**src/include/gate_supervisor_regs.svh**
```systemverilog
`ifndef GATE_SUPERVISOR_REGS_SVH
`define GATE_SUPERVISOR_REGS_SVH

// core clock rate
`define GS_CLK_MHZ           50

// register byte offsets
`define GS_ADDR_FAULT        8'h00
`define GS_ADDR_CONTROL      8'h08
`define GS_ADDR_STATE        8'h0C

// fault status fields
`define GS_FLT_ANY           7
`define GS_FLT_WATCHDOG      6
`define GS_FLT_GATE_STUCK    5
`define GS_FLT_OVERLOAD      4
`define GS_FLT_SUPPLY_LOW    3
`define GS_FLT_PUMP_LOW      2
`define GS_FLT_THERMAL       1
`define GS_FLT_OTW           0

// control fields
`define GS_CTL_CLEAR         0
`define GS_CTL_IVL_LSB       1
`define GS_CTL_IVL_MSB       2
`define GS_CTL_WATCHDOG_ENABLE_BIT         3

// control reset values
`define GS_RST_WATCHDOG_ENABLE_BIT         1'b0
`define GS_RST_IVL           2'h0

// state register fields
`define GS_ST_MODE_LSB       0
`define GS_ST_GATE_I_LSB     2
`define GS_ST_VDS_LSB        5
`define GS_ST_ASLEEP         8
`define GS_ST_HALT           9
`define GS_ST_RETRY          10

// fixed settings of the pin-configured variant
`define GS_WD_PULSE_US       64
`define GS_CHOP_OFF_US       25
`define GS_VREF_PCT          100
`define GS_AMP_GAIN_X10      198
`define GS_VDS_DISABLED      3'h5

// bus answers
`define GS_RESP_OKAY         2'h0
`define GS_RESP_SLVERR       2'h2

`endif

```
**src/include/gate_supervisor_pkg.sv**
```systemverilog
package gate_supervisor_pkg;

    typedef enum logic [4:0] {
        ST_POWER_ON   = 5'b00001,
        ST_ACTIVE     = 5'b00010,
        ST_SLEEP_WAIT = 5'b00100,
        ST_SLEEP      = 5'b01000,
        ST_WAKE       = 5'b10000
    } power_state_e;

    typedef enum logic [1:0] {
        MODE_PHASE_ENABLE = 2'h0,
        MODE_HALF_BRIDGE  = 2'h1,
        MODE_PWM          = 2'h2
    } control_mode_e;

    typedef logic [31:0] count_t;

endpackage : gate_supervisor_pkg

```
**src/design/gate_driver_fault_supervisor.sv**
```systemverilog
// What this block does
// - watchdog is off after reset; software enables it by writing its enable bit.
// - enabled watchdog counts down over the interval picked by the interval field.
// - reading the fault register at offset zero refreshes the watchdog.
// - on expiry the watchdog trip output goes low for 64 us.
// - expiry pulls the error output low, clears the enable bit, halts the bridge.
// - watchdog flag and halt persist until the clear-errors bit is written 1.
// - watchdog fault disables only the bridge; pump and regulators keep running.
// - FET overload disables only the bridge; drive resumes after the retry time.
// - stuck gate raises a flag, disables the bridge, retries after the retry time.
// - thermal trip disables bridge, pump, analog regulator; resumes when it clears.
// - pin variant uses 25 us off time, regulation on, 100% reference, gain 19.8.
// - pin variant decodes six gate current levels from the select input.
// - six trip levels decoded; five pick 0.06 to 0.96 V, top disables monitor.
// - device is awake while active or in the sleep entry delay; asleep the bridge, pump and both regulators are off.
// - sleep is entered after the sleep entry delay following the falling edge, or at once during the wake delay.
// - raising the sleep request wakes the device; outputs wait for the wake delay.
// - serial variant restores configuration defaults after supply lockout and wake.
// - while sleep request is low, bridge off with gates pulled to node and ground.
// - during the power-on delay all gates are held off by weak pulldowns.
// - mode pin is latched only at power-up and sleep exit.
// - watchdog flag sits at bit 6 of the read-only fault register at offset zero.
// - bit 7 of the fault register is the OR of bits 6 to 1.
`include "gate_supervisor_regs.svh"
`timescale 1ns/1ps
`default_nettype none

module gate_driver_fault_supervisor
    import gate_supervisor_pkg::*;
#(
    parameter int WD_IVL0_US     = 10000,
    parameter int WD_IVL1_US     = 20000,
    parameter int WD_IVL2_US     = 50000,
    parameter int WD_IVL3_US     = 100000,
    parameter int RETRY_US       = 3000,
    parameter int SLEEP_DELAY_US = 100,
    parameter int WAKE_DELAY_US  = 1000,
    parameter int POWER_ON_US    = 1000
) (
    // clock and reset
    input  wire logic        clk,
    input  wire logic        arst_n,
    // axi4-lite write
    input  wire logic [7:0]  awaddr,
    input  wire logic        awvalid,
    output logic             awready,
    input  wire logic [31:0] wdata,
    input  wire logic [3:0]  wstrb,
    input  wire logic        wvalid,
    output logic             wready,
    output logic [1:0]       bresp,
    output logic             bvalid,
    input  wire logic        bready,
    // axi4-lite read
    input  wire logic [7:0]  araddr,
    input  wire logic        arvalid,
    output logic             arready,
    output logic [31:0]      rdata,
    output logic [1:0]       rresp,
    output logic             rvalid,
    input  wire logic        rready,
    // fault sensing
    input  wire logic        drainTrip,
    input  wire logic        senseOverVolt,
    input  wire logic        gateStuckDetect,
    input  wire logic        thermalTrip,
    input  wire logic        supplyLowLockout,
    input  wire logic        pumpLowLockout,
    input  wire logic        overTempWarning,
    // pins
    input  wire logic        pinConfigured,
    input  wire logic        lowPowerRequest_n,
    input  wire logic [1:0]  modePin,
    input  wire logic [2:0]  gateCurrentSelect,
    input  wire logic [2:0]  drainTripSelect,
    // fault outputs
    output logic             watchdogTripOut_n,
    output logic             errorIndicator_n,
    // power and drive control
    output logic             bridgeEnable,
    output logic             pumpEnable,
    output logic             analogRegulatorEnable,
    output logic             logicRegulatorEnable,
    output logic             highGatePullToNode,
    output logic             lowGatePullToGround,
    output logic             gateWeakPulldown,
    // latched mode, decoded and fixed settings
    output logic [1:0]       controlMode,
    output logic [2:0]       gateCurrentCode,
    output logic [2:0]       drainTripCode,
    output logic             drainMonitorEnable,
    output logic [7:0]       chopOffTimeUs,
    output logic             currentRegEnable,
    output logic [7:0]       vrefScalePct,
    output logic [7:0]       ampGainX10
);

    localparam count_t WD_PULSE_CYC = count_t'(`GS_WD_PULSE_US * `GS_CLK_MHZ);
    localparam count_t RETRY_CYC    = count_t'(RETRY_US * `GS_CLK_MHZ);
    localparam count_t SLEEP_CYC    = count_t'(SLEEP_DELAY_US * `GS_CLK_MHZ);
    localparam count_t WAKE_CYC     = count_t'(WAKE_DELAY_US * `GS_CLK_MHZ);
    localparam count_t POWER_ON_CYC = count_t'(POWER_ON_US * `GS_CLK_MHZ);
    function automatic count_t intervalCycles(input logic [1:0] sel);
        unique case (sel)
            2'h0:    intervalCycles = count_t'(WD_IVL0_US * `GS_CLK_MHZ);
            2'h1:    intervalCycles = count_t'(WD_IVL1_US * `GS_CLK_MHZ);
            2'h2:    intervalCycles = count_t'(WD_IVL2_US * `GS_CLK_MHZ);
            default: intervalCycles = count_t'(WD_IVL3_US * `GS_CLK_MHZ);
        endcase
    endfunction : intervalCycles
    power_state_e powerState_reg;
    count_t       powerCnt_reg;
    count_t       wdCnt_reg;
    count_t       wdPulseCnt_reg;
    count_t       retryCnt_reg;
    logic         wdEnable_reg;
    logic [1:0]   wdInterval_reg;
    logic         wdHalt_reg;
    logic [6:0]   faultFlags_reg;
    logic         supplyLowSeen_reg;
    logic [1:0]   controlMode_reg;
    logic         bvalid_reg;
    logic [1:0]   bresp_reg;
    logic         rvalid_reg;
    logic [31:0]  rdata_reg;
    logic [1:0]   rresp_reg;

    logic         writeFire;
    logic         readFire;
    logic         ctlWrite;
    logic         clearErrors;
    logic         refresh;
    logic         wdExpire;
    logic         overload;
    logic         retryStart;
    logic         awake;
    logic         configDefaults;
    logic         modeLatch;
    logic [7:0]   faultByte;
    logic [31:0]  stateWord;
    // bus handshake: both write channels are taken in the same cycle
    assign awready   = awvalid && wvalid && !bvalid_reg;
    assign wready    = awready;
    assign writeFire = awready;
    assign arready   = !rvalid_reg;
    assign readFire  = arvalid && arready;
    assign bvalid    = bvalid_reg;
    assign bresp     = bresp_reg;
    assign rvalid    = rvalid_reg;
    assign rdata     = rdata_reg;
    assign rresp     = rresp_reg;
    assign ctlWrite    = writeFire && awaddr == `GS_ADDR_CONTROL && wstrb[0];
    assign clearErrors = ctlWrite && wdata[`GS_CTL_CLEAR];
    assign refresh     = readFire && araddr == `GS_ADDR_FAULT;
    assign wdExpire    = wdEnable_reg && wdCnt_reg == count_t'(1);
    assign overload    = drainTrip || senseOverVolt;
    assign retryStart  = awake && (overload || gateStuckDetect);
    assign awake       = powerState_reg == ST_ACTIVE || powerState_reg == ST_SLEEP_WAIT;
    assign modeLatch   = (powerState_reg == ST_POWER_ON || powerState_reg == ST_WAKE)
                         && powerCnt_reg == count_t'(0);
    // defaults return on lockout recovery and on wake, serial variant only
    assign configDefaults = !pinConfigured
                            && ((supplyLowSeen_reg && !supplyLowLockout)
                                || (powerState_reg == ST_WAKE && powerCnt_reg == count_t'(0)));

    assign faultByte = {|faultFlags_reg[6:1], faultFlags_reg};
    assign stateWord = {21'h0, retryCnt_reg != count_t'(0), wdHalt_reg,
                        powerState_reg == ST_SLEEP, drainTripCode,
                        gateCurrentCode, controlMode_reg};
    // sleep, wake and power-on sequencing
    always_ff @(posedge clk or negedge arst_n) begin
        if (!arst_n) begin
            powerState_reg <= ST_POWER_ON;
            powerCnt_reg   <= 32'h0;
        end else begin
            unique case (powerState_reg)
                ST_POWER_ON: begin
                    if (powerCnt_reg >= POWER_ON_CYC - count_t'(1)) begin
                        powerState_reg <= ST_ACTIVE;
                        powerCnt_reg   <= 32'h0;
                    end else begin
                        powerCnt_reg <= powerCnt_reg + count_t'(1);
                    end
                end
                ST_ACTIVE: begin
                    if (!lowPowerRequest_n) begin
                        powerState_reg <= ST_SLEEP_WAIT;
                        powerCnt_reg   <= 32'h0;
                    end
                end
                ST_SLEEP_WAIT: begin
                    if (lowPowerRequest_n) begin
                        powerState_reg <= ST_ACTIVE;
                    end else if (powerCnt_reg >= SLEEP_CYC - count_t'(1)) begin
                        powerState_reg <= ST_SLEEP;
                    end else begin
                        powerCnt_reg <= powerCnt_reg + count_t'(1);
                    end
                end
                ST_SLEEP: begin
                    if (lowPowerRequest_n) begin
                        powerState_reg <= ST_WAKE;
                        powerCnt_reg   <= 32'h0;
                    end
                end
                ST_WAKE: begin
                    if (!lowPowerRequest_n) begin
                        powerState_reg <= ST_SLEEP;
                    end else if (powerCnt_reg >= WAKE_CYC - count_t'(1)) begin
                        powerState_reg <= ST_ACTIVE;
                        powerCnt_reg   <= 32'h0;
                    end else begin
                        powerCnt_reg <= powerCnt_reg + count_t'(1);
                    end
                end
                default: begin
                    powerState_reg <= ST_POWER_ON;
                    powerCnt_reg   <= 32'h0;
                end
            endcase
        end
    end
    // the mode pin is sampled as the power-on or wake delay begins
    always_ff @(posedge clk or negedge arst_n) begin
        if (!arst_n) begin
            controlMode_reg <= MODE_PHASE_ENABLE;
        end else if (modeLatch) begin
            controlMode_reg <= modePin;
        end
    end
    always_ff @(posedge clk or negedge arst_n) begin
        if (!arst_n) begin
            supplyLowSeen_reg <= 1'b0;
        end else begin
            supplyLowSeen_reg <= supplyLowLockout;
        end
    end
    // software configuration
    always_ff @(posedge clk or negedge arst_n) begin
        if (!arst_n) begin
            wdEnable_reg   <= `GS_RST_WATCHDOG_ENABLE_BIT;
            wdInterval_reg <= `GS_RST_IVL;
        end else if (configDefaults) begin
            wdEnable_reg   <= `GS_RST_WATCHDOG_ENABLE_BIT;
            wdInterval_reg <= `GS_RST_IVL;
        end else if (wdExpire) begin
            wdEnable_reg <= 1'b0;
        end else if (ctlWrite && !pinConfigured) begin
            wdEnable_reg   <= wdata[`GS_CTL_WATCHDOG_ENABLE_BIT];
            wdInterval_reg <= wdata[`GS_CTL_IVL_MSB:`GS_CTL_IVL_LSB];
        end
    end
    // watchdog down-counter
    always_ff @(posedge clk or negedge arst_n) begin
        if (!arst_n) begin
            wdCnt_reg <= 32'h0;
        end else if (!wdEnable_reg) begin
            wdCnt_reg <= intervalCycles(ctlWrite ? wdata[`GS_CTL_IVL_MSB:`GS_CTL_IVL_LSB]
                                                 : wdInterval_reg);
        end else if (refresh) begin
            wdCnt_reg <= intervalCycles(wdInterval_reg);
        end else if (wdCnt_reg != count_t'(0)) begin
            wdCnt_reg <= wdCnt_reg - count_t'(1);
        end
    end
    // trip pulse and bridge halt
    always_ff @(posedge clk or negedge arst_n) begin
        if (!arst_n) begin
            wdPulseCnt_reg <= 32'h0;
        end else if (wdExpire) begin
            wdPulseCnt_reg <= WD_PULSE_CYC;
        end else if (wdPulseCnt_reg != count_t'(0)) begin
            wdPulseCnt_reg <= wdPulseCnt_reg - count_t'(1);
        end
    end
    always_ff @(posedge clk or negedge arst_n) begin
        if (!arst_n) begin
            wdHalt_reg <= 1'b0;
        end else if (wdExpire) begin
            wdHalt_reg <= 1'b1;
        end else if (clearErrors) begin
            wdHalt_reg <= 1'b0;
        end
    end
    // retry interval after overload or stuck gate
    always_ff @(posedge clk or negedge arst_n) begin
        if (!arst_n) begin
            retryCnt_reg <= 32'h0;
        end else if (retryStart && bridgeEnable) begin
            retryCnt_reg <= RETRY_CYC;
        end else if (retryCnt_reg != count_t'(0)) begin
            retryCnt_reg <= retryCnt_reg - count_t'(1);
        end
    end
    // sticky fault flags, a new event wins over a clear
    always_ff @(posedge clk or negedge arst_n) begin
        if (!arst_n) begin
            faultFlags_reg <= 7'h00;
        end else begin
            faultFlags_reg <= (clearErrors ? 7'h00 : faultFlags_reg)
                | {wdExpire, awake && gateStuckDetect, awake && overload,
                   supplyLowLockout, pumpLowLockout, thermalTrip, overTempWarning};
        end
    end
    // write response
    always_ff @(posedge clk or negedge arst_n) begin
        if (!arst_n) begin
            bvalid_reg <= 1'b0;
            bresp_reg  <= `GS_RESP_OKAY;
        end else if (writeFire) begin
            bvalid_reg <= 1'b1;
            bresp_reg  <= awaddr == `GS_ADDR_CONTROL ? `GS_RESP_OKAY : `GS_RESP_SLVERR;
        end else if (bready) begin
            bvalid_reg <= 1'b0;
        end
    end
    // read response
    always_ff @(posedge clk or negedge arst_n) begin
        if (!arst_n) begin
            rvalid_reg <= 1'b0;
            rdata_reg  <= 32'h0;
            rresp_reg  <= `GS_RESP_OKAY;
        end else if (readFire) begin
            rvalid_reg <= 1'b1;
            rresp_reg  <= `GS_RESP_OKAY;
            unique case (araddr)
                `GS_ADDR_FAULT:   rdata_reg <= {24'h0, faultByte};
                `GS_ADDR_CONTROL: rdata_reg <= {28'h0, wdEnable_reg, wdInterval_reg, 1'b0};
                `GS_ADDR_STATE:   rdata_reg <= stateWord;
                default: begin
                    rdata_reg <= 32'h0;
                    rresp_reg <= `GS_RESP_SLVERR;
                end
            endcase
        end else if (rready) begin
            rvalid_reg <= 1'b0;
        end
    end
    // drive and supply control
    assign bridgeEnable = powerState_reg == ST_ACTIVE && !wdHalt_reg
                          && retryCnt_reg == count_t'(0) && lowPowerRequest_n
                          && !thermalTrip && !supplyLowLockout && !pumpLowLockout;
    assign pumpEnable            = awake && !thermalTrip && !supplyLowLockout;
    assign analogRegulatorEnable = pumpEnable;
    assign logicRegulatorEnable  = powerState_reg != ST_SLEEP;
    assign highGatePullToNode    = !lowPowerRequest_n || powerState_reg == ST_SLEEP;
    assign lowGatePullToGround   = highGatePullToNode;
    assign gateWeakPulldown      = powerState_reg == ST_POWER_ON;

    assign watchdogTripOut_n = wdPulseCnt_reg == count_t'(0);
    assign errorIndicator_n  = !(wdHalt_reg || retryCnt_reg != count_t'(0)
                                 || thermalTrip || supplyLowLockout || pumpLowLockout);
    // fixed pin-variant settings and six-level decodes
    assign controlMode        = controlMode_reg;
    assign gateCurrentCode    = gateCurrentSelect > 3'h5 ? 3'h5 : gateCurrentSelect;
    assign drainTripCode      = drainTripSelect > `GS_VDS_DISABLED ? `GS_VDS_DISABLED
                                                                   : drainTripSelect;
    assign drainMonitorEnable = drainTripCode != `GS_VDS_DISABLED;
    assign chopOffTimeUs      = 8'(`GS_CHOP_OFF_US);
    assign currentRegEnable   = 1'b1;
    assign vrefScalePct       = 8'(`GS_VREF_PCT);
    assign ampGainX10         = 8'(`GS_AMP_GAIN_X10);

endmodule : gate_driver_fault_supervisor

`default_nettype wire

```
**config.mk**
```make
export PLATFORM = sky130hd
export DESIGN_NAME = gate_driver_fault_supervisor
export DESIGN_NICKNAME = d
export VERILOG_FILES = /design/src/include/gate_supervisor_pkg.sv /design/src/design/gate_driver_fault_supervisor.sv
export VERILOG_INCLUDE_DIRS = /design/src /design/src/include
export SDC_FILE = /design/constraint.sdc
export NUM_CORES = 1
export LEC_CHECK = 0
export BUFFER_PORTS_ARGS = -buffer_cell sky130_fd_sc_hd__buf_2
export CAP_MARGIN = 20
export CORE_UTILIZATION = 47
export DETAILED_ROUTE_END_ITERATION = 8
export HOLD_SLACK_MARGIN = 0.02
export PLACE_DENSITY_LB_ADDON = 0.3
export SYNTH_ARGS = -nofsm -noshare
export SYNTH_HDL_FRONTEND = slang
export SYNTH_SLANG_ARGS = --single-unit
```
**constraint.sdc**
```tcl
create_clock -name clk -period 3 [get_ports clk]
set_clock_uncertainty 0.05 [all_clocks]
set_input_delay 0.15 -clock clk [delete_from_list [all_inputs] [get_ports clk]]
set_output_delay 0.15 -clock clk [all_outputs]
set_load 0.02 [all_outputs]
```
# Word-level counts from Yosys, hierarchy flattened
# Cells that the tools add are included.
[op_classes]
bitwise = 1
order_cmp = 4
add_sub_neg = 4
n_mux = 42
n_eq_ne = 23
reduce_logical = 65
[op_table]
columns = ["cell", "n"]
rows = [
  ["two-way mux 32 bit", 13],
  ["case mux 32 bit (5 select lines)", 1],
  ["case mux 23 bit (3 select lines)", 2],
  ["zero test 32 bit", 3],
  ["nonzero test 32 bit", 3],
  ["subtractor 32 x 1 -> 32 bit (second input constant)", 3],
  ["case mux 11 bit (3 select lines)", 1],
  ["adder 32 x 1 -> 32 bit (second input constant)", 1],
  ["== test 32 x 1 -> 1 bit (second input constant)", 1],
  [">= comparator 32 x 13 -> 1 bit (second input constant)", 1],
  [">= comparator 32 x 16 -> 1 bit (second input constant)", 1],
  ["two-way mux 5 bit", 6],
  ["logical AND 1 bit", 25],
  ["case mux 5 bit (5 select lines)", 1],
  ["== test 8 x 4 -> 1 bit (second input constant)", 3],
  ["two-way mux 2 bit", 6],
  ["nonzero test 2 bit", 6],
  ["logical OR 1 bit", 10],
  ["!= test 2 bit (second input constant)", 5],
  ["zero test 1 bit", 9],
  ["two-way mux 1 bit", 9],
  ["zero test 8 bit", 1],
  ["two-way mux 7 bit", 1],
  ["OR 7 bit", 1],
  ["21 further kinds", 26],
]
[word_totals]
output_inout_bits = 84
regBits = 185
input_bits = 76
word_cells = 155

# Depth between registers and ports, before layout
[logic_depth]
ltp_word = 9
ltp_mapped = 9
ltp_nobuf = 8

# Worst setup path after synthesis
# No wires, ideal clock.
[synth_timing]
path_kind = "register to register"
start = "register wdPulseCnt_reg[26]"
end = "register wdPulseCnt_reg[22]"
setup_time_ps = 132
path_stages_with_launch = 8
slack_ps = 545
arrival_ps = 2274
period_less_slack_ps = 2455
required_ps = 2818
n_path_buf = 1
path_cell_list = "dfrtp_1 -> or4_1 -> or4_4 -> o41ai_2 -> buf_4 -> nor4_1 -> xnor2_1 -> nor2_1"
[synth_between]
elab_chain_cells = 2
[synth_lines]
columns = ["item", "line", "source"]
rows = [
  ["from (decl)", "gate_driver_fault_supervisor.sv:114", "count_t wdPulseCnt_reg;"],
  ["from (signal assigned)", "gate_driver_fault_supervisor.sv:273", "wdPulseCnt_reg <= wdPulseCnt_reg - count_t'(1);"],
  ["nonzero test 32 bit", "gate_driver_fault_supervisor.sv:272", "end else if (wdPulseCnt_reg != count_t'(0)) begin"],
  ["nonzero test 2 bit (no line)", "--", ""],
]
# Every way passes these cells.
# A chain may end at the register's enable or synchronous reset.

# Final worst setup path
[layout_timing]
start = "register wdCnt_reg[18]"
end = "register wdCnt_reg[30]"
[layout_between]
elab_chain_cells = 4
word_cells_on_any_way = 6
cone_classes = "add/sub (1); eq/ne (1); mux (3); reduce/logical (1)"
[layout_lines]
columns = ["item", "line", "source"]
rows = [
  ["from (decl)", "gate_driver_fault_supervisor.sv:113", "count_t wdCnt_reg;"],
  ["from (signal assigned)", "gate_driver_fault_supervisor.sv:258", "wdCnt_reg <= intervalCycles(ctlWrite ? wdata[`GS_CTL_IVL_MSB:`GS_CTL_IVL_LSB]"],
  ["from (signal assigned)", "gate_driver_fault_supervisor.sv:261", "wdCnt_reg <= intervalCycles(wdInterval_reg);"],
  ["from (signal assigned)", "gate_driver_fault_supervisor.sv:263", "wdCnt_reg <= wdCnt_reg - count_t'(1);"],
  ["subtractor 32 x 1 -> 32 bit", "gate_driver_fault_supervisor.sv:263", ""],
  ["two-way mux 32 bit", "gate_driver_fault_supervisor.sv:262", "end else if (wdCnt_reg != count_t'(0)) begin"],
  ["two-way mux 32 bit", "gate_driver_fault_supervisor.sv:260", "end else if (refresh) begin"],
  ["two-way mux 32 bit", "gate_driver_fault_supervisor.sv:257", "end else if (!wdEnable_reg) begin"],
]
# Parallel ways exist; a longest one is shown, timed or not. The select of a mux whose other input is x is not followed.

==> results.json <==
{
  "status": "finished clean",
  "layout-drive-gt1-share_pct": 15.5,
  "yosys.area.top_type": "dfrtp_1",
  "critPathTopFamily": "simple AND/OR/NAND/NOR gates",
  "seqCellArea_um2": 4060,
  "layout.nets": 1158,
  "seq_area_frac_synth_pct": 45.1,
  "first_global_vias": 6926,
  "cts_tree": "built",
  "ys.flop_type": "dfrtp_1",
  "ctsHoldBuffers": 21,
  "worstHoldPathType": "in2reg",
  "place_congestion": 0.853,
  "die_y_um": 140,
  "ys_warn_count": 0,
  "rsz0062_at_grt": "false",
  "cts_buffer_depth": 2,
  "synth_edf_count": 0,
  "worst_pin_slew_ns": 0.840,
  "die_w_um": 140,
  "drc": 0,
  "setup_viol_count_final": 0,
  "fillerInstances": 1673,
  "synth_cell_type_count": 74,
  "routed_wl_um": 21000,
  "place_inst": 1268,
  "post_drt_wl_per_cell_um": 15.9,
  "relSlewSlack_pct": 43.6,
  "arrival_ns": 3.07,
  "crit_chain": "or3_1, or4_1, or4_4, nor2_4, o21ai_0, a21oi_1",
  "crit_fanout": 12,
  "drt_iter0_drc": 421,
  "synth_top_area_share_pct": 44.8,
  "vias_per_cell": 5.55,
  "grt_overflow_total": 0,
  "start_util_pct": 48.0,
  "io_pins": 160,
  "total_power_mw": 5.21,
  "dr.pass1.iters": 5,
  "grt_max_degree": 74,
  "finalCriticalPeriod_ns": 2.79,
  "setup.worst_path.class": "reg2reg",
  "vias": 7338,
  "period_share_pct": 93.0,
  "pwr_density_cell_nw_per_um2": 504,
  "num_rows": 50,
  "startpoint_type": "flop",
  "slowest_stage": "or4_4",
  "cp.depth": 6,
  "power.leakage_nw": 4.88,
  "cts_max_level": 4,
  "grt_antenna_before_repair": 0,
  "critPathRequiredTime_ns": 3.28,
  "areaGrowthSynthToFinish_pct": 15.2,
  "syn_avg_cell_area_um2": 9.28,
  "slew_viol_final": 0,
  "port_buffers": 80,
  "synth_area_um2": 8980,
  "endpoint_kind": "flop",
  "worstRegToRegCells": 6,
  "numCtsBuffers": 17,
  "synthArstFlopShare_pct": 100,
  "stdcell_count": 1321,
  "cts_sinks": 162,
  "die_area_um2": 19700,
  "diodes": 0,
  "setup-tns-final_ns": 0,
  "post_cts_buffers": 0,
  "grt_pass1_wl_um": 35400,
  "multi_input_area_um2": 4490,
  "cts_resized": 0,
  "grt_usage_pct": 22.6,
  "core_area_um2": 18700,
  "vdd_drop_max_v": 0.000402,
  "hold_viol": 0,
  "max_freq_mhz": 358,
  "hold_path_depth": 3,
  "path_clk_slew_ns": 0.06,
  "netlist_instances": 968,
  "clock_latency_ns": 0.42,
  "dp_hpwl_um": 14800,
  "path_buf_inv": 0,
  "synth-seq-cells": 162,
  "cts-root-buf": "clkbuf_16",
  "maxCapViolCount": 0,
  "cpPeakStageDelay_ns": 0.62,
  "ant_nets": 0,
  "synth_area_leaders": "dfrtp_1 (45%), nor2_1 (4.9%), xnor2_1 (4.9%)"
}
==> Yosys cell counts, types with 28 or more instances <==
library cell and count:
a21oi_1 41, nor4_1 34, clkbuf_1 28, nor2_1 118, xnor2_1 50, dfrtp_1 161
nand3_1 28, nor3_1 42, o21ai_0 33, nand2_1 65, buf_4 52
==> metrics by stage <==
step,setup slack (ns),area [um^2],hold slack (ns),util (%)
after floorplan,0.545,9160,-0.196,-
after global placement,0.340,9550,0.159,51.1
after detailed placement,0.318,9550,0.158,51.1
after CTS,0.193,10400,0.0597,55.3
after global routing,0.0372,10400,0.100,55.3
final,0.209,10400,0.0791,55.3
==> layout make-up <==
type	count	area share, %
well taps	234	2.83
repair buffers	130	8.18
clock buffers	27	4.96
multi-input cells	743	43.4
inverters	20	0.725
clock inverters	5	0.749
flip-flops and latches	162	39.2
==> routing by layer <==
metal	track usage, %	part of all wire [%]	vias to the layer above
met5	0	0	-
met4	5.49	0.96	0
met3	4.96	5.3	18
met2	35.4	47	201
met1	31.9	47	3513
li1	-	-	3606
==> cells by family (layout without fill, tap and decap cells) <==
kind of cell               after synthesis  in the layout  synth area share, %
AOI/OAI and AO/OA                      174            174                 13.0
adders and majority gates                8              8                 1.11
muxes                                   11             11                 1.25
DFF                                    162            162                 45.1
and+or+nand+nor                        427            427                 25.2
xor gates and xnor gates                75             75                 7.31
other                                    2             48               0.0836
buffers and inverters                  109            182                 6.95
==> final timing paths <==
path | startpoint | end | slack [ns]
worst max-delay path | wdCnt_reg[18] | wdCnt_reg[30] | 0.21
worst min-delay path | araddr[3] | rdata[3] | 0.08
worst max register to register | wdCnt_reg[18] | wdCnt_reg[30] | 0.21
worst min register to register | retryCnt_reg[31] | retryCnt_reg[31] | 0.43
max in group asynchronous | arst_n | wdPulseCnt_reg[8] | 1.76
min in group asynchronous | arst_n | wdCnt_reg[10] | 0.26
==> layout by cell type, fill, tap and decap left out, drive strengths merged, types with 6 or more instances in the layout <==
cell type,count
clkbuf,27
dfrtp,161
nand2b,6
nor3b,7
o31ai,13
nor4,37
a21o,11
nor3,44
or2,8
o21ai,39
nor2b,9
nor2,120
or4,25
and2,10
conb,48
nand4,16
buf,109
a31oi,10
inv,19
xnor2,50
xor2,25
mux2i,9
and3,13
ha,8
or3,25
nand3,29
a41oi,9
dlygate4sd3,21
nand2,65
o211ai,10
a21oi,42
==> worst register-to-register path: cells and delay by family (launching register included) <==
family	cells	cell delay, ns
flops	1	0.41
compound gates	2	0.32
simple gates	4	1.91
==> where the power goes <==
| part | leakage [nW] | switching (mW) | internal (mW) |
|---|---|---|---|
| clock network | 0.288 | 0.843 | 1.34 |
| registers | 2.14 | 0.119 | 2.26 |
| logic | 2.46 | 0.434 | 0.224 |
| total | 4.88 | 1.40 | 3.82 |
Power figures use the tool's default switching activity.
